--- src/pmrb_pkg.sv ---
// Purpose: constants and carriers for the management register bank
// Assumes: 16-bit Clause 22 register words, 5-bit register offsets
// Notes:   offsets are the printed register numbers
package pmrb_pkg;
    // ----------------------------------------
    // register offsets
    // ----------------------------------------
    localparam logic [4:0] OFF_PARTNER_BASE  = 5'h05;
    localparam logic [4:0] OFF_AN_EXPANSION  = 5'h06;
    localparam logic [4:0] OFF_NP_TRANSMIT   = 5'h07;
    localparam logic [4:0] OFF_PARTNER_NP    = 5'h08;
    localparam logic [4:0] OFF_GIG_CONTROL   = 5'h09;
    localparam logic [4:0] OFF_GIG_STATUS    = 5'h0a;
    localparam logic [4:0] OFF_IND_CONTROL   = 5'h0d;
    localparam logic [4:0] OFF_IND_DATA      = 5'h0e;
    localparam logic [4:0] OFF_EXT_STATUS    = 5'h0f;
    localparam logic [4:0] OFF_REMOTE_LOOP   = 5'h11;
    localparam logic [4:0] OFF_CABLE_TEST    = 5'h12;
    localparam logic [4:0] OFF_PMA_LINK      = 5'h13;

    // ----------------------------------------
    // reset values and fixed fields
    // ----------------------------------------
    localparam logic [10:0] NP_MSG_RESET      = 11'h001;
    localparam logic        NP_MSGPAGE_RESET  = 1'b1;
    localparam logic        GIG_FD_ADV_RESET  = 1'b1;
    localparam logic [6:0]  LOOP_HIGH_RESET   = 7'h00;
    localparam logic [6:0]  LOOP_LOW_RESET    = 7'h7a;
    localparam logic [15:0] EXT_STATUS_VALUE  = 16'h3000;
    localparam logic [15:0] IND_DATA_RESET    = 16'h0000;
    localparam logic [15:0] WORD_ZERO         = 16'h0000;
    localparam logic [7:0]  IDLE_ERR_MAX      = 8'hff;

    // ----------------------------------------
    // field encodings
    // ----------------------------------------
    localparam logic [1:0] IND_MODE_ADDR     = 2'b00;
    localparam logic [1:0] IND_MODE_DATA     = 2'b01;
    localparam logic [1:0] IND_MODE_INC_RW   = 2'b10;
    localparam logic [1:0] IND_MODE_INC_WR   = 2'b11;
    localparam logic [2:0] TEST_NORMAL       = 3'b000;
    localparam logic [2:0] TEST_LAST_VALID   = 3'b100;

    typedef enum {CT_IDLE, CT_RUN} pmrb_cable_e;

    // management access request
    typedef struct packed {
        logic        rd;
        logic        wr;
        logic [4:0]  addr;
        logic [15:0] wdata;
    } pmrb_req_s;

    // status from the auto-negotiation and PMA logic
    typedef struct packed {
        logic        parDetFault;
        logic        pageRcvd;
        logic [15:0] partnerBase;
        logic        partnerNpAble;
        logic        partnerAnAble;
        logic [15:0] partnerNp;
        logic        npToggle;
        logic        msFault;
        logic        msIsMaster;
        logic        locRcvrOk;
        logic        remRcvrOk;
        logic        partner1000Fd;
        logic        partner1000Hd;
        logic        idleRxError;
        logic        link1000Ok;
        logic        link100Ok;
    } pmrb_stat_s;

    // cable diagnostic engine result
    typedef struct packed {
        logic       done;
        logic [1:0] status;
        logic [7:0] distance;
    } pmrb_cable_s;

    // indirect register port
    typedef struct packed {
        logic        rd;
        logic        wr;
        logic [4:0]  dev;
        logic [15:0] addr;
        logic [15:0] wdata;
    } pmrb_mmd_s;
endpackage : pmrb_pkg

--- src/pmrb_bank.sv ---
// Purpose: management register bank, offsets 5h to Ah, Dh to Fh and 11h to 13h
// Assumes: one access per request pulse, inputs synchronous to clock
// Notes:   read data answers one cycle after the read pulse
// How it works
// - partner pause field shown in two bits
// - parallel detection fault latches until read
// - page received latches until read
// - next page transmit fields with toggle readback
// - partner next page shown read only
// - three-bit test mode field selects test
// - manual enable picks master or slave value
// - port type preference only without manual
// - 1000 duplex adverts, half from strap
// - configuration fault latches, clears on read
// - resolved master or slave role reported
// - local and remote receiver status mirrored
// - partner 1000 full/half ability reported
// - idle error counter, clears on read
// - indirect control holds device and mode
// - indirect data is address or data, incrementing
// - extended status fixed ability bits
// - remote loopback bit drives loopback enable
// - cable test bit runs and self clears
// - pair select, result and fault distance
// - separate 1000 and 100 link ok bits
`timescale 1ns/10ps
module pmrb_bank
    import pmrb_pkg::*;
(
    // clock and reset
    input  wire logic        clock,
    input  wire logic        rst,
    // management access
    input  wire pmrb_req_s   req,
    output logic [15:0]      rdData,
    output logic             rdValid,
    // strap sampled at reset release
    input  wire logic        strapHalfDup,
    // link status
    input  wire pmrb_stat_s  stat,
    // indirect register port
    output pmrb_mmd_s        mmd,
    input  wire logic [15:0] mmdRdata,
    // cable diagnostic engine
    output logic             cableStart,
    output logic [1:0]       cablePair,
    input  wire pmrb_cable_s cable,
    // control outputs
    output logic [2:0]       testMode,
    output logic             manualMsEn,
    output logic             manualMaster,
    output logic             portMulti,
    output logic             adv1000Fd,
    output logic             adv1000Hd,
    output logic             npNextPage,
    output logic             npMsgPage,
    output logic             npAck2,
    output logic [10:0]      npMessage,
    output logic             remoteLoop
);
    // ----------------------------------------
    // decode
    // ----------------------------------------
    function automatic logic hit(input logic [4:0] a, input logic [4:0] off);
        hit = (a == off);
    endfunction : hit

    wire logic rdEv    = req.rd;
    wire logic wrEv    = req.wr;
    wire logic rdExp   = rdEv && hit(req.addr, OFF_AN_EXPANSION);
    wire logic rdGst   = rdEv && hit(req.addr, OFF_GIG_STATUS);
    wire logic wrNp    = wrEv && hit(req.addr, OFF_NP_TRANSMIT);
    wire logic wrGc    = wrEv && hit(req.addr, OFF_GIG_CONTROL);
    wire logic wrIc    = wrEv && hit(req.addr, OFF_IND_CONTROL);
    wire logic rdId    = rdEv && hit(req.addr, OFF_IND_DATA);
    wire logic wrId    = wrEv && hit(req.addr, OFF_IND_DATA);
    wire logic wrLoop  = wrEv && hit(req.addr, OFF_REMOTE_LOOP);
    wire logic wrCable = wrEv && hit(req.addr, OFF_CABLE_TEST);

    // ----------------------------------------
    // storage
    // ----------------------------------------
    logic        strapDone_reg;
    logic        parFault_reg;
    logic        pageRcvd_reg;
    logic        msFault_reg;
    logic [7:0]  idleErr_reg;
    logic [1:0]  indMode_reg;
    logic [8:0]  indRsvd_reg;
    logic [4:0]  indDev_reg;
    logic [15:0] indAddr_reg;
    logic [6:0]  loopHigh_reg;
    logic [6:0]  loopLow_reg;
    logic        cableRsvd14_reg;
    logic [1:0]  cableRsvd_reg;
    logic [1:0]  cableStatus_reg;
    logic [7:0]  cableDist_reg;
    pmrb_cable_e cableState_reg;

    // ----------------------------------------
    // latch-high flags: a set in the read cycle wins
    // ----------------------------------------
    wire logic parFault_next = stat.parDetFault | (parFault_reg & ~rdExp);
    wire logic pageRcvd_next = stat.pageRcvd | (pageRcvd_reg & ~rdExp);
    wire logic msFault_next  = stat.msFault | (msFault_reg & ~rdGst);

    // counter saturates so a long error burst cannot wrap to a small count
    wire logic       idleInc      = stat.idleRxError && (idleErr_reg != IDLE_ERR_MAX);
    wire logic [7:0] idleBase     = rdGst ? 8'h00 : idleErr_reg;
    wire logic [7:0] idleErr_next = stat.idleRxError ? (rdGst ? 8'h01 :
                                    (idleInc ? idleErr_reg + 8'h01 : idleErr_reg))
                                    : idleBase;

    // ----------------------------------------
    // indirect access portal
    // ----------------------------------------
    wire logic isData  = (indMode_reg != IND_MODE_ADDR);
    wire logic incRead = (indMode_reg == IND_MODE_INC_RW);
    wire logic incWrite = (indMode_reg == IND_MODE_INC_RW) || (indMode_reg == IND_MODE_INC_WR);
    wire logic dataRd  = rdId && isData;
    wire logic dataWr  = wrId && isData;
    wire logic [15:0] indAddr_next = (wrId && !isData) ? req.wdata :
                                     ((dataRd && incRead) || (dataWr && incWrite)) ?
                                     indAddr_reg + 16'h0001 : indAddr_reg;

    // ----------------------------------------
    // read mux
    // ----------------------------------------
    wire logic [15:0] wExp = {11'h000, parFault_reg, stat.partnerNpAble, 1'b1,
                              pageRcvd_reg, stat.partnerAnAble};
    wire logic [15:0] wNp  = {npNextPage, 1'b0, npMsgPage, npAck2, stat.npToggle,
                              npMessage};
    wire logic [15:0] wPnp = stat.partnerNp;
    wire logic [15:0] wGc  = {testMode, manualMsEn, manualMaster, portMulti,
                              adv1000Fd, adv1000Hd, 8'h00};
    wire logic [15:0] wGst = {msFault_reg, stat.msIsMaster, stat.locRcvrOk,
                              stat.remRcvrOk, stat.partner1000Fd,
                              stat.partner1000Hd, 2'b00, idleErr_reg};
    wire logic [15:0] wIc  = {indMode_reg, indRsvd_reg, indDev_reg};
    wire logic [15:0] wId  = isData ? mmdRdata : indAddr_reg;
    wire logic [15:0] wLp  = {loopHigh_reg, remoteLoop, loopLow_reg, 1'b0};
    wire logic [15:0] wCt  = {(cableState_reg == CT_RUN), cableRsvd14_reg, cablePair,
                              cableRsvd_reg, cableStatus_reg, cableDist_reg};
    wire logic [15:0] wPma = {13'h0000, stat.link1000Ok, stat.link100Ok, 1'b0};
    // pause bits ride in the partner base word at 11:10
    wire logic [15:0] wPb  = stat.partnerBase;

    logic [15:0] rdMux;
    always_comb begin
        case (req.addr)
            OFF_PARTNER_BASE: rdMux = wPb;
            OFF_AN_EXPANSION: rdMux = wExp;
            OFF_NP_TRANSMIT:  rdMux = wNp;
            OFF_PARTNER_NP:   rdMux = wPnp;
            OFF_GIG_CONTROL:  rdMux = wGc;
            OFF_GIG_STATUS:   rdMux = wGst;
            OFF_IND_CONTROL:  rdMux = wIc;
            OFF_IND_DATA:     rdMux = wId;
            OFF_EXT_STATUS:   rdMux = EXT_STATUS_VALUE;
            OFF_REMOTE_LOOP:  rdMux = wLp;
            OFF_CABLE_TEST:   rdMux = wCt;
            OFF_PMA_LINK:     rdMux = wPma;
            default:          rdMux = WORD_ZERO;
        endcase
    end

    // ----------------------------------------
    // read answer
    // ----------------------------------------
    always_ff @(posedge clock) begin
        if (rst) begin
            rdData  <= WORD_ZERO;
            rdValid <= 1'b0;
        end else begin
            rdValid <= rdEv;
            if (rdEv) begin
                rdData <= rdMux;
            end
        end
    end

    // ----------------------------------------
    // indirect port
    // ----------------------------------------
    // the port address follows the pointer so back-to-back incrementing reads
    // see the next word; only a write strobe pins it to the pre-increment word.
    // limitation: a data read in the cycle right after an incrementing write
    // still sees the address just written
    wire logic [15:0] mmdAddr_next = dataWr ? indAddr_reg : indAddr_next;

    always_ff @(posedge clock) begin
        if (rst) begin
            mmd <= '0;
        end else begin
            mmd.rd    <= dataRd;
            mmd.wr    <= dataWr;
            mmd.dev   <= indDev_reg;
            mmd.addr  <= mmdAddr_next;
            mmd.wdata <= req.wdata;
        end
    end

    // ----------------------------------------
    // status flags
    // ----------------------------------------
    always_ff @(posedge clock) begin
        if (rst) begin
            parFault_reg <= 1'b0;
            pageRcvd_reg <= 1'b0;
            msFault_reg  <= 1'b0;
        end else begin
            parFault_reg <= parFault_next;
            pageRcvd_reg <= pageRcvd_next;
            msFault_reg  <= msFault_next;
        end
    end

    // ----------------------------------------
    // idle error counter
    // ----------------------------------------
    always_ff @(posedge clock) begin
        if (rst) begin
            idleErr_reg <= 8'h00;
        end else begin
            idleErr_reg <= idleErr_next;
        end
    end

    // ----------------------------------------
    // next page transmit
    // ----------------------------------------
    always_ff @(posedge clock) begin
        if (rst) begin
            npNextPage <= 1'b0;
            npMsgPage  <= NP_MSGPAGE_RESET;
            npAck2     <= 1'b0;
            npMessage  <= NP_MSG_RESET;
        end else if (wrNp) begin
            npNextPage <= req.wdata[15];
            npMsgPage  <= req.wdata[13];
            npAck2     <= req.wdata[12];
            npMessage  <= req.wdata[10:0];
        end
    end

    // ----------------------------------------
    // gigabit control
    // ----------------------------------------
    always_ff @(posedge clock) begin
        if (rst) begin
            testMode      <= TEST_NORMAL;
            manualMsEn    <= 1'b0;
            manualMaster  <= 1'b0;
            portMulti     <= 1'b0;
            adv1000Fd     <= GIG_FD_ADV_RESET;
            adv1000Hd     <= 1'b0;
            strapDone_reg <= 1'b0;
        end else begin
            // strap is caught on the first clock after reset release
            strapDone_reg <= 1'b1;
            if (!strapDone_reg) begin
                adv1000Hd <= strapHalfDup;
            end else if (wrGc) begin
                adv1000Hd <= req.wdata[8];
            end
            if (wrGc) begin
                // reserved test codes fall back to normal operation
                testMode     <= (req.wdata[15:13] > TEST_LAST_VALID) ?
                                TEST_NORMAL : req.wdata[15:13];
                manualMsEn   <= req.wdata[12];
                manualMaster <= req.wdata[11];
                portMulti    <= req.wdata[10];
                adv1000Fd    <= req.wdata[9];
            end
        end
    end

    // ----------------------------------------
    // indirect control, loopback
    // ----------------------------------------
    always_ff @(posedge clock) begin
        if (rst) begin
            indMode_reg  <= IND_MODE_ADDR;
            indRsvd_reg  <= 9'h000;
            indDev_reg   <= 5'h00;
            indAddr_reg  <= IND_DATA_RESET;
            loopHigh_reg <= LOOP_HIGH_RESET;
            loopLow_reg  <= LOOP_LOW_RESET;
            remoteLoop   <= 1'b0;
        end else begin
            if (wrIc) begin
                indMode_reg <= req.wdata[15:14];
                indRsvd_reg <= req.wdata[13:5];
                indDev_reg  <= req.wdata[4:0];
            end
            indAddr_reg <= indAddr_next;
            if (wrLoop) begin
                loopHigh_reg <= req.wdata[15:9];
                remoteLoop   <= req.wdata[8];
                loopLow_reg  <= req.wdata[7:1];
            end
        end
    end

    // ----------------------------------------
    // cable diagnostic
    // ----------------------------------------
    wire logic cableGo = wrCable && req.wdata[15] && (cableState_reg == CT_IDLE);

    always_ff @(posedge clock) begin
        if (rst) begin
            cableState_reg  <= CT_IDLE;
            cableStart      <= 1'b0;
            cablePair       <= 2'b00;
            cableRsvd14_reg <= 1'b0;
            cableRsvd_reg   <= 2'b00;
            cableStatus_reg <= 2'b00;
            cableDist_reg   <= 8'h00;
        end else begin
            cableStart <= cableGo;
            if (wrCable && cableState_reg == CT_IDLE) begin
                cablePair       <= req.wdata[13:12];
                cableRsvd14_reg <= req.wdata[14];
                cableRsvd_reg   <= req.wdata[11:10];
            end
            case (cableState_reg)
                CT_IDLE: begin
                    if (cableGo) begin
                        cableState_reg <= CT_RUN;
                    end
                end
                CT_RUN: begin
                    // writing 0 aborts; results stay from the last finished test
                    if (wrCable && !req.wdata[15]) begin
                        cableState_reg <= CT_IDLE;
                    end else if (cable.done) begin
                        cableState_reg  <= CT_IDLE;
                        cableStatus_reg <= cable.status;
                        cableDist_reg   <= cable.distance;
                    end
                end
                default: cableState_reg <= CT_IDLE;
            endcase
        end
    end
endmodule : pmrb_bank

--- config.mk ---
export PLATFORM = sky130hd
export DESIGN_NAME = pmrb_bank
export DESIGN_NICKNAME = d
export VERILOG_FILES = /design/src/pmrb_pkg.sv /design/src/pmrb_bank.sv
export SDC_FILE = /design/constraint.sdc
export NUM_CORES = 1
export LEC_CHECK = 0
export BUFFER_PORTS_ARGS = -buffer_cell sky130_fd_sc_hd__buf_4
export CORE_ASPECT_RATIO = 0.6
export CORE_MARGIN = 4
export CORE_UTILIZATION = 40
export DETAILED_ROUTE_END_ITERATION = 7
export PLACE_DENSITY = 0.71
export SYNTH_ARGS = -nofsm -noshare
export SYNTH_HDL_FRONTEND = slang
export SYNTH_SLANG_ARGS = --single-unit
--- constraint.sdc ---
create_clock -name clock -period 2.22 [get_ports clock]
set_input_delay 0.111 -clock clock [delete_from_list [all_inputs] [get_ports clock]]
set_output_delay 0.111 -clock clock [all_outputs]
set_load 0.01 [all_outputs]
== Word-level counts from Yosys, hierarchy flattened ==
Index checks and enable logic that the tools add are counted.

* Bits of input ports: 99
* Logic and storage cells: 116
* Output and inout port bits: 82
* Register bits: 185

* Bitwise operators: 9
* Reduce and logical (&&, ||, !) cells: 31
* Add/subtract/negate cells: 2
* Magnitude comparators: 1
* Multiplexer cells: 17
* Equal/unequal tests: 20

{| class="wikitable"
|+ Operators with widths
! operator !! number
|-
| $pmux 16 s12 || 1
|-
| $mux 32 || 3
|-
| $logic_not 32->1 || 2
|-
| $mux 16 || 4
|-
| $pmux 32 s2 || 1
|-
| $eq 32x1->1 const B || 1
|-
| $eq 32x2->1 const B || 1
|-
| $mux 8 || 4
|-
| $eq 5x4->1 const B || 6
|-
| $logic_and 1x1->1 || 19
|-
| $add 16x1->16 const B || 1
|-
| $eq 5x3->1 const B || 3
|-
| $eq 5x5->1 const B || 3
|-
| $add 8x1->8 const B || 1
|-
| $ne 8x8->1 const B || 1
|-
| $reduce_bool 2->1 || 3
|-
| $eq 2x2->1 const B || 2
|-
| $ne 2x2->1 const B || 2
|-
| $reduce_and 2->1 || 2
|-
| $and 1x1->1 || 3
|-
| $gt 3x3->1 const B || 1
|-
| $mux 1 || 3
|-
| $mux 3 || 1
|-
| $ne 3x3->1 const B || 1
|-
| other kinds (5) || 11
|}

== Logic depth before layout (Yosys ltp) ==
Gate-level depths: netlist of run 1.

* Depth in word-level cells: 8
* Depth in mapped cells: 9
* Gate-level depth less buffers: 6

== Worst setup path after synthesis of run 1 ==
OpenSTA, ideal clock, no wires.

* Path type: register to register
* Start: register indMode_reg[1]
* End: register rdData[15]
* Cell stages (with the launch flop): 9
* Arrival: 1.786 ns
* Slack: 0.302 ns
* Setup time: 0.132 ns
* Path buffers: 3
* Required time: 2.088 ns
* Clock period less this slack: 1.918 ns
* Cells stage by stage: dfxtp_1 clkbuf_1 nor2_1 buf_2 buf_2 mux2i_1 o2bb2ai_1 a221oi_1 a31oi_1

* Cells in the longest elaborated chain, start to end: 3

{| class="wikitable"
|+ Ends and longest elaborated chain
! element !! RTL line !! text
|-
| start, declared || pmrb_bank.sv:88 || <nowiki>logic [1:0] indMode_reg;</nowiki>
|-
| start signal, assigned || pmrb_bank.sv:292 || <nowiki>indMode_reg <= req.wdata[15:14];</nowiki>
|-
| $reduce_bool 2->1 || pmrb_bank.sv:117 || <nowiki>wire logic isData = (indMode_reg != IND_MODE_ADDR);</nowiki>
|-
| $mux 16 || pmrb_bank.sv:140 || <nowiki>wire logic [15:0] wId = isData ? mmdRdata : indAddr_reg;</nowiki>
|-
| $pmux 16 s12 * || pmrb_bank.sv:150 || <nowiki>case (req.addr)</nowiki>
|-
| end signal, assigned || pmrb_bank.sv:177 || <nowiki>rdData <= rdMux;</nowiki>
|-
| end, declared || pmrb_bank.sv:35 || <nowiki>output logic [15:0] rdData,</nowiki>
|}

Every way passes the cells marked *; elsewhere a longest branch is shown, timed or not.
A chain may end at the register's enable or synchronous reset.

== Worst setup path in the final report of run 1 ==
* Start: register indMode_reg[0]
* End: register indAddr_reg[6]

* Cells in the longest elaborated chain, start to end: 6
* Elaborated cells on any way between the ends: 13
* Those cells by class: eq/ne: 2; mux: 2; reduce/logical: 9

{| class="wikitable"
|+ Ends and longest elaborated chain
! element !! RTL line !! text
|-
| $eq 2x2->1 (tied with other cells) || pmrb_bank.sv:118, pmrb_bank.sv:119 ||
|-
| $logic_or 1x1->1 (tied with other cells) || pmrb_bank.sv:119 || <nowiki>wire logic incWrite = (indMode_reg == IND_MODE_INC_RW) || (indMode_reg == IND_MODE_INC_WR);</nowiki>
|-
| $logic_and 1x1->1 || pmrb_bank.sv:123 || <nowiki>((dataRd && incRead) || (dataWr && incWrite)) ?</nowiki>
|-
| $logic_or 1x1->1 || pmrb_bank.sv:123 ||
|-
| $mux 16 || pmrb_bank.sv:123 ||
|-
| $mux 16 * || pmrb_bank.sv:122 || <nowiki>wire logic [15:0] indAddr_next = (wrId && !isData) ? req.wdata :</nowiki>
|-
| end signal, assigned || pmrb_bank.sv:296 || <nowiki>indAddr_reg <= indAddr_next;</nowiki>
|-
| end, declared || pmrb_bank.sv:91 || <nowiki>logic [15:0] indAddr_reg;</nowiki>
|}

Marks and branches as above.

==> key figures, run 1 <==
Power
  – VDD IR-drop max: 613 uV
  – Static leakage: 0.00394 uW
  – Power Dens Cells: 657 nW/um^2

Global routing
  – Grt ovf: 0
  – Vias in the first global route: 7238
  – Gr usage total: 0.288
  – First-pass GRT wire length: 45300 microns
  – Initial antenna violation count: 2
  – Largest net degree at the start of global routing: 60

Synthesis
  – Unique masters post-synth: 72
  – Register area share after synthesis: 0.425
  – Synth warnings: 0
  – Avg Cell Area, Syn: 8.16 sq um
  – Mapped Area: 7260 sq um
  – Asr flop ratio synth: 0
  – Post-synth EDFFs: 0
  – Synth Flop Type: dfxtp_1
  – Syn_nets: 990
  – #FFs+latches synth: 154
  – Mapped Cells: 889

Placement
  – Placed Cells: 1292
  – Routability Congestion: 0.989
  – Setup Slack @ Placement: 71.2 ps
  – Placed inst area: 9070 sq um
  – Hpwl dp: 22600 microns
  – Buffers on Ports: 180

Floorplan
  – Total core area: 17500 sq um
  – Rows: 37
  – Initial Utilization: 0.416
  – Num ports: 181
  – DIE AREA: 20400 sq um
  – Die height: 112 microns
  – DIE WIDTH: 182 microns

Routing
  – Initial DRC count: 1172
  – Number of detailed-route iterations in the first pass: 7
  – Met2 wire length: 11600 microns
  – DR vias/cell: 5.92
  – WL met1: 13800 microns
  – DRT Wirelength: 30800 microns
  – Per-cell routed wire length: 22.8 microns
  – Via count: 7980
  – Uppermost routed layer: met5
  – Detail Route Antenna Nets: 0
  – Met3 WL: 4670 microns
  – DRC: 0

Worst setup path
  – Setup crit end kind: flop
  – CP Data Required Time: 2560 ps
  – Critical Path Fanout Max: 10
  – Worst Setup SP: indMode_reg[0]
  – Critical Path AT: 2380 ps
  – Crit-path slowest cell: a2111o_1
  – Max incr delay on CP: 620 ps
  – Worst reg2reg path startpoint: indMode_reg[0]
  – Critical setup path kind: flop to flop
  – Crit-path cells: nand2b_1, a2111o_1, or3_1, a311oi_1
  – CP Launch Type: flop

Clock network
  – CTS tree: built
  – Max Root-Sink Buffers: 2
  – Clk Latency, worst-skew pair: 430 ps
  – CTS buffer count: 17
  – Root buf cell: clkbuf_16
  – Reg clk slew, reported paths: 70 ps
  – H-tree depth: 4
  – Clock sink total: 154
  – Setup repair bufs after CTS: 0

Outcome
  – Status: completed

Min path
  – Hold wc startpoint: req[8]
  – Worst hold path type: primary input to flop

Timing
  – Tmin final: 2040 ps
  – Fmax: 0.489 GHz
  – Final Setup Violations: 0
  – Final hold vios: 0
  – Worst hold margin: 13.2 ps
  – Fin crit share: 0.921
  – Count of final max-slew check failures: 0
  – RSZ-0062 raised after global routing: no
  – Final clock skew: 13.3 ps
  – Least-Margin Pin Slew: 810 ps
  – Slew headroom: 0.458
  – Setup_tns: 0 ps
  – Fin worst setup slack: 176 ps

Finish
  – Layout Cells excl Fill: 1348
  – Max reg flops: 39
  – Fill count: 1571
  – Most frequent cells in the layout: buf_4 (233), nand2_1 (178), dfxtp_1 (154)
  – Most common cell after layout, fill and taps aside: buf_4
  – Syn-to-layout area delta: 36.8%
  – Final nets: 1202
  – Final Instance Area: 9930 sq um
  – Diodes inserted: 0
  – Layout cells sized above 1: 0.255

Job
  – Max cap viols: 0
==> per-stage QoR <==
stage	power [uW]	util
after global placement	3460	0.520
final	6520	0.569
after global routing	6690	0.569
after CTS	6510	0.569
after floorplan	3110	-
after detailed placement	3460	0.520
==> kinds of logic after synthesis <==
| family | after synthesis | synth area share |
|---|---|---|
| buffers and inverters | 76 | 0.0412 |
| multiplexers | 20 | 0.0286 |
| AO/OA/AOI/OAI | 239 | 0.232 |
| adder cells (fa/ha/maj) | 2 | 0.00345 |
| AND/OR/NAND/NOR | 388 | 0.258 |
| XOR/XNOR | 10 | 0.0121 |
| flip-flops | 154 | 0.425 |
==> worst max-delay path, delay by kind of cell (launching register included) <==
kind               cells  cell delay [ps]
and+or+nand+nor        2              660
AOI/OAI and AO/OA      2              900
DFF                    1              400
==> final timing paths <==
kind	endpoint	slack [ps]	depth (start not counted)
hold reg to reg	loopHigh_reg[3]	460	2
setup reg to reg	indAddr_reg[6]	180	4
hold / removal	npMessage[8]	10	3
setup / recovery	indAddr_reg[6]	180	4
==> cell type report <==
type                    instances  area [sq um]  share of cell area
inverters                      11          41.3             0.00416
flip-flops and latches        154          3080               0.311
clock buffers                  18           439              0.0442
multi-input cells             659          3890               0.392
clock inverters                14           174              0.0175
repair buffers                258          2010               0.202
well taps                     234           293              0.0295
==> power breakdown <==
group	internal [uW]	switching, uW	total (uW)
Combinational	268	346	614
Sequential	2810	32.7	2840
Clock	1740	1330	3070
Total	4810	1710	6520
==> timing repair <==
item	in CTS	in global routing
hold buffers	24	0
hold endpoints to repair	42	0
endpoints found under the setup margin	0	1
resized for setup	0	1
==> synth_stat cells (8+ instances only) <==
master | n | share of area
nand2_1 | 178 | 0.092
dfxtp_1 | 154 | 0.42
a21oi_1 | 78 | 0.054
nor2_1 | 57 | 0.029
clkbuf_1 | 48 | 0.025
nand3_1 | 30 | 0.021
a22oi_1 | 27 | 0.028
nor2b_1 | 27 | 0.023
nor3_1 | 20 | 0.014
o21ai_0 | 18 | 0.012
nand4_1 | 17 | 0.015
mux2i_1 | 14 | 0.019
a22o_1 | 13 | 0.016
or3_1 | 13 | 0.011
a221oi_1 | 12 | 0.014
a31oi_1 | 12 | 0.010
buf_2 | 10 | 0.0069
inv_1 | 9 | 0.0047
a211oi_1 | 8 | 0.0083
o2bb2ai_1 | 8 | 0.0097
==> per-layer routing <==
layer / up-vias / GRT usage
li1: 3642 / -
met1: 3685 / 0.445
met4: 2 / 0.0650
met2: 585 / 0.372
met3: 66 / 0.108
met5: - / 0
No activity file was read; power rests on OpenSTA's default activity.
==> run 2, diff against run 1 <==
--- a/config.mk
+++ b/config.mk
@@ -9,6 +9,7 @@
 export CORE_ASPECT_RATIO = 0.6
 export CORE_MARGIN = 4
 export CORE_UTILIZATION = 40
+export CTS_BUF_LIST = sky130_fd_sc_hd__clkbuf_2
 export DETAILED_ROUTE_END_ITERATION = 7
 export PLACE_DENSITY = 0.71
 export SYNTH_ARGS = -nofsm -noshare
==> key figures, run 2 (synthesis results as in run 1) <==
Outcome
  – Status: completed (unchanged)

Global routing
  – First-pass GRT wire length: 46800 microns (was 45300 microns)
  – Initial antenna violation count: 2 (unchanged)
  – Largest net degree at the start of global routing: 60 (unchanged)
  – Gr usage total: 0.297 (was 0.288)
  – Vias in the first global route: 7581 (was 7238)
  – Grt ovf: 0 (unchanged)

Placement
  – Buffers on Ports: 180 (unchanged)
  – Placed inst area: 9070 sq um (unchanged)
  – Hpwl dp: 22600 microns (unchanged)
  – Setup Slack @ Placement: 71.2 ps (unchanged)
  – Routability Congestion: 0.989 (unchanged)

Timing
  – Tmin final: 2140 ps (was 2040 ps)
  – Final hold vios: 0 (unchanged)
  – Worst hold margin: 62.5 ps (was 13.2 ps)
  – Count of final max-slew check failures: 0 (unchanged)
  – Final Setup Violations: 0 (unchanged)
  – Least-Margin Pin Slew: 783 ps (was 810 ps)
  – Slew headroom: 0.476 (was 0.458)
  – Final clock skew: 41.1 ps (was 13.3 ps)
  – Fmax: 0.466 GHz (was 0.489 GHz)
  – Fin crit share: 0.966 (was 0.921)
  – Fin worst setup slack: 76.1 ps (was 176 ps)

Power
  – Reg power frac: 0.535 (was 0.435)
  – Clock share of power: 0.330 (was 0.471)
  – Power share of the combinational group: 0.135 (was 0.094)
  – Switching pwr: 1590 uW (was 1710 uW)
  – VDD IR-drop max: 320 uV (was 613 uV)
  – Net Sw Frac: 0.299 (was 0.262)
  – Static leakage: 0.00414 uW (was 0.00394 uW)
  – P_int: 3740 uW (was 4810 uW)
  – Power Dens Cells: 513 nW/um^2 (was 657 nW/um^2)

Routing
  – Number of detailed-route iterations in the first pass: 8 (was 7)
  – Detail Route Antenna Nets: 0 (unchanged)
  – DR vias/cell: 5.84 (was 5.92)
  – DRC: 0 (unchanged)
  – Via count: 8332 (was 7980)
  – Per-cell routed wire length: 22.3 microns (was 22.8 microns)
  – DRT Wirelength: 31800 microns (was 30800 microns)
  – Initial DRC count: 1317 (was 1172)

Finish
  – Diodes inserted: 0 (unchanged)
  – Most common cell after layout, fill and taps aside: buf_4 (unchanged)
  – Syn-to-layout area delta: 43.3% (was 36.8%)
  – Footprint of the multi-input gates: 3900 sq um (was 3890 sq um)
  – Final Instance Area: 10400 sq um (was 9930 sq um)
  – Most frequent cells in the layout: buf_4 (234), nand2_1 (178), dfxtp_1 (150) (was buf_4 (233), nand2_1 (178), dfxtp_1 (154))
  – Final nets: 1281 (was 1202)
  – Layout cells sized above 1: 0.245 (was 0.255)
  – Fill count: 1522 (was 1571)
  – Sequential Area: 3090 sq um (was 3080 sq um)
  – Max reg flops: 39 (unchanged)

Worst setup path
  – Setup crit end kind: flop (unchanged)
  – Critical Path AT: 2820 ps (was 2380 ps)
  – CP Buf/Inv Count: 4 (was 0)
  – Critical setup path kind: primary input to flop (was flop to flop)
  – Reg2Reg Depth: 5 (was 4)
  – Crit-path cells: dlygate4sd3_1, buf_4, or3b_1, buf_4, nor2_2, a22o_1, a221oi_1, dlygate4sd3_1, a221oi_1 (was nand2b_1, a2111o_1, or3_1, a311oi_1)
  – CP Data Required Time: 2900 ps (was 2560 ps)
  – Reg2reg end: mmd[21] (was indAddr_reg[6])
  – Critical Path Fanout Max: 14 (was 10)
  – CP Launch Type: primary input (was flop)
  – CP delay by family, top: buffers and inverters (was compound AO/OA/AOI/OAI gates)
  – Max incr delay on CP: 560 ps (was 620 ps)
  – R2R Setup Slk: 130 ps (was 180 ps)
  – Crit-path slowest cell: dlygate4sd3_1 (was a2111o_1)
  – Worst reg2reg path startpoint: indMode_reg[0] (unchanged)

Clock network
  – Max Root-Sink Buffers: 2 (unchanged)
  – Reg clk slew, reported paths: 280 ps (was 70 ps)
  – CTS buffer count: 17 (unchanged)
  – Clock sink total: 154 (unchanged)
  – Root buf cell: clkbuf_2 (was clkbuf_16)
  – CTS tree: built (unchanged)
  – H-tree depth: 4 (unchanged)
  – Clk Latency, worst-skew pair: 750 ps (was 430 ps)

Floorplan
  – DIE AREA: 20400 sq um (unchanged)
  – DIE WIDTH: 182 microns (unchanged)
  – Rows: 37 (unchanged)
  – Die height: 112 microns (unchanged)
  – Initial Utilization: 0.416 (unchanged)
  – Num ports: 181 (unchanged)
  – Total core area: 17500 sq um (unchanged)

Job
  – Max cap viols: 0 (unchanged)

Min path
  – Hold worst-path end: rdData[13] (was npMessage[8])
  – Hold Path Cell Cnt: 5 (was 3)
  – Hold wc startpoint: mmdRdata[13] (was req[8])
  – Worst hold path type: primary input to flop (unchanged)
[run 2: changes by cell type in the layout (fill, tap and decap cells not counted), sizes merged]
cell	previous run	this run
buf	234	235
dlygate4sd3	24	101
clkinv	4	5
[run 2: layout make-up]
cell class                      instances  area share
Clock inverter                         15      0.0171
Clock buffer                           17     0.00818
Timing Repair Buffer                  337       0.270
Sequential cell                       154       0.297
Inverter                               11     0.00397
Multi-Input combinational cell        659       0.375
Tap cell                              234      0.0282
[run 2: worst reg2reg max path, stage by stage, from the launching register on]
cell and delay (ps):
dfxtp_2 430, nand2b_1 270, a2111oi_1 570, nand4_1 260
or3_1 350, a31oi_1 180
[run 2: per-stage QoR]
| stage | power, uW | utilization | setup TNS, ps | instances |
|---|---|---|---|---|
| floorplan | 3110 | - | 0 | 889 |
| global placement | 3460 | 0.520 | 0 | 1292 |
| detailed placement | 3460 | 0.520 | 0 | 1292 |
| CTS | 5300 | 0.593 | 0 | 1425 |
| global route | 5500 | 0.596 | -1.25 | 1427 |
| finish | 5330 | 0.596 | 0 | 1427 |
[run 2: per-layer routing]
layer  wire [microns]  vias up  track usage
li1                 -     3810            -
met1            13900     3855        0.450
met2            12400      618        0.398
met3             4950       47        0.107
met4              474        2       0.0670
met5               12        -            0
[run 2: how the worst max path moves through the flow]
stage,slack [ps],cells after the start,start,to
floorplan,300,8,indMode_reg[1],rdData[15]
global placement,190,6,req[20],mmd[21]
detailed placement,70,6,req[20],mmd[21]
CTS,50,9,req[16],rdData[3]
global route,-1,5,indMode_reg[0],mmd[21]
finish,80,9,req[16],rdData[3]
[run 2: what timing repair did]
| action | in CTS | in global routing |
|---|---|---|
| buffers inserted | 0 | 1 |
| resized for setup | 0 | 11 |
| hold endpoints to repair | 147 | 0 |
| hold buffers | 101 | 0 |
| setup endpoints to repair | 0 | 9 |
[run 2: power by group through the flow]
stage	Sequential (uW)	Clock [uW]	Combinational (uW)
finish	2850	1760	718
global placement	2900	0	561
global route	2860	1880	754
floorplan	2900	0	209
CTS	2850	1760	692
detailed placement	2900	0	562
==> run 3, diff against run 2 <==
==> constraint.sdc (replaced) <==
create_clock -name clock -period 2.2 [get_ports clock]
set_input_delay 0.11 -clock clock [delete_from_list [all_inputs] [get_ports clock]]
set_output_delay 0.11 -clock clock [all_outputs]
set_load 0.01 [all_outputs]
==> key figures, run 3 (synthesis results as in run 1) <==
Finish
  – Most common cell after layout, fill and taps aside: buf_4 (unchanged)
  – Syn-to-layout area delta: 43.1% (was 43.3%)
  – Most frequent cells in the layout: buf_4 (239), nand2_1 (178), dfxtp_1 (150) (was buf_4 (234), nand2_1 (178), dfxtp_1 (150))
  – Fill count: 1546 (was 1522)
  – Diodes inserted: 0 (unchanged)
  – Layout cells sized above 1: 0.246 (was 0.245)
  – Max reg flops: 39 (unchanged)
  – Final nets: 1289 (was 1281)

Min path
  – Worst hold path type: primary input to flop (unchanged)

Routing
  – Via count: 8302 (was 8332)
  – DRC: 0 (unchanged)
  – DRT Wirelength: 31600 microns (was 31800 microns)
  – Detail Route Antenna Nets: 0 (unchanged)
  – Per-cell routed wire length: 22.0 microns (was 22.3 microns)
  – DR vias/cell: 5.79 (was 5.84)
  – Initial DRC count: 1093 (was 1317)
  – Number of detailed-route iterations in the first pass: 6 (was 8)

Placement
  – Hpwl dp: 22500 microns (was 22600 microns)
  – Buffers on Ports: 180 (unchanged)
  – Routability Congestion: 0.924 (was 0.989)

Job
  – Max cap viols: 0 (unchanged)

Power
  – Clock share of power: 0.292 (was 0.330)
  – VDD IR-drop max: 219 uV (was 320 uV)
  – Static leakage: 0.00412 uW (was 0.00414 uW)
  – Reg power frac: 0.564 (was 0.535)
  – Switching pwr: 1570 uW (was 1590 uW)
  – Net Sw Frac: 0.308 (was 0.299)
  – Tot Pwr: 5100 uW (was 5330 uW)
  – Power Dens Cells: 492 nW/um^2 (was 513 nW/um^2)
  – P_int: 3530 uW (was 3740 uW)
  – Power share of the combinational group: 0.144 (was 0.135)

Clock network
  – CTS tree: built (unchanged)
  – Clock sink total: 154 (unchanged)
  – H-tree depth: 4 (unchanged)
  – Clk Latency, worst-skew pair: 740 ps (was 750 ps)
  – CTS buffer count: 17 (unchanged)
  – Reg clk slew, reported paths: 280 ps (about the same)
  – Root buf cell: clkbuf_2 (unchanged)
  – Max Root-Sink Buffers: 2 (unchanged)

Global routing
  – Vias in the first global route: 7609 (was 7581)
  – Grt ovf: 0 (unchanged)
  – Gr usage total: 0.300 (was 0.297)
  – Initial antenna violation count: 0 (was 2)
  – Largest net degree at the start of global routing: 53 (was 60)
  – First-pass GRT wire length: 47200 microns (was 46800 microns)

Timing
  – Setup_tns: 0 ps (unchanged)
  – Count of final max-slew check failures: 0 (unchanged)
  – Least-Margin Pin Slew: 704 ps (was 783 ps)
  – Fin crit share: 0.964
  – Fmax: 0.471 GHz
  – Final clock skew: 38.5 ps (was 41.1 ps)
  – RSZ-0062 raised after global routing: no
  – Tmin final: 2120 ps
  – Final Setup Violations: 0 (unchanged)
  – Final hold vios: 0 (unchanged)
  – Slew headroom: 0.530 (was 0.476)
  – Worst hold margin: 21.4 ps (was 62.5 ps)

Worst setup path
  – Worst reg2reg path startpoint: idleErr_reg[0] (was indMode_reg[0])
  – Critical Path Fanout Max: 8 (was 14)
  – Setup crit end kind: flop (unchanged)
  – CP Launch Type: primary input (unchanged)
  – Critical path capture point: rdData[3] (unchanged)
  – Critical Path AT: 2820 ps (about the same)
  – Critical setup path kind: primary input to flop (unchanged)
  – Worst Setup SP: req[16] (unchanged)
  – R2R Setup Slk: 110 ps (was 130 ps)
  – Reg2reg end: idleErr_reg[0] (was mmd[21])
  – CP Data Required Time: 2900 ps (about the same)
  – Reg2Reg Depth: 7 (was 5)

Floorplan
  – DIE WIDTH: 182 microns (unchanged)
  – Die height: 112 microns (unchanged)
  – Num ports: 181 (unchanged)
  – Rows: 37 (unchanged)
  – DIE AREA: 20400 sq um (unchanged)
  – Total core area: 17500 sq um (unchanged)
  – Initial Utilization: 0.416 (unchanged)

Outcome
  – Status: completed (unchanged)
## run 3: changes by cell type in the layout (fill, tap and decap cells not counted), sizes merged
cell | before | now
dlygate4sd3 | 101 | 104
inv | 18 | 15
clkinvlp | 1 | 4
buf | 235 | 241
bufinv | 2 | 0
clkinv | 5 | 6
## run 3: stage by stage
step           utilization  cells  area [sq um]  setup slack (ps)
2_1_floorplan            -    889          7260               282
6_report             0.595   1435         10400              78.8
4_1_cts              0.593   1432         10400              45.9
3_5_place_dp         0.522   1296          9110               102
3_3_place_gp         0.522   1296          9110               118
5_1_grt              0.595   1435         10400             0.161
## run 3: power by group through the flow
stage,registers [uW],logic (uW),clock network (uW)
4_1_cts,2870,712,1490
6_report,2880,736,1490
2_1_floorplan,2930,211,0
3_5_place_dp,2930,572,0
3_3_place_gp,2930,573,0
5_1_grt,2880,776,1610
## run 3: worst min-delay path by stage
stage / slack [ps] / endpoint / cells after the start / start
finish: 20 / rdData[1] / 5 / mmdRdata[1]
detailed placement: 340 / msFault_reg / 3 / stat[8]
global route: 50 / mmd[37] / 4 / req[20]
CTS: 8 / rdData[4] / 6 / req[18]
floorplan: 230 / cableState_reg[0] / 1 / cable[10]
global placement: 340 / msFault_reg / 3 / stat[8]
## run 3: layer usage
metal | global-route usage | wire [microns]
met5 | 0 | 0
met4 | 0.0535 | 364
met3 | 0.104 | 4710
met2 | 0.414 | 12600
met1 | 0.452 | 14000
## run 3: repair_timing
action / 4_1_cts / 5_1_grt
gates resized for setup: 0 / 6
buffers inserted: 0 / 3
hold buffers: 104 / 0
endpoints found under the hold margin: 148 / 0
endpoints found under the setup margin: 0 / 8
## run 3: critical path, cell delays in order
cell	delay, ps
dlygate4sd3_1	550
buf_4	170
or3b_1	510
nor2_1	420
a22o_1	190
a221oi_1	40
dlygate4sd3_1	590
a221oi_1	230
## run 3: final cells by class
type                            count  area [sq um]  share of cell area
Clock buffer                       18          90.1             0.00867
Clock inverter                     14           113              0.0108
Inverter                           11          41.3             0.00398
Multi-Input combinational cell    659          3880               0.374
Sequential cell                   154          3090               0.297
Tap cell                          234           293              0.0282
Timing Repair Buffer              345          2880               0.277
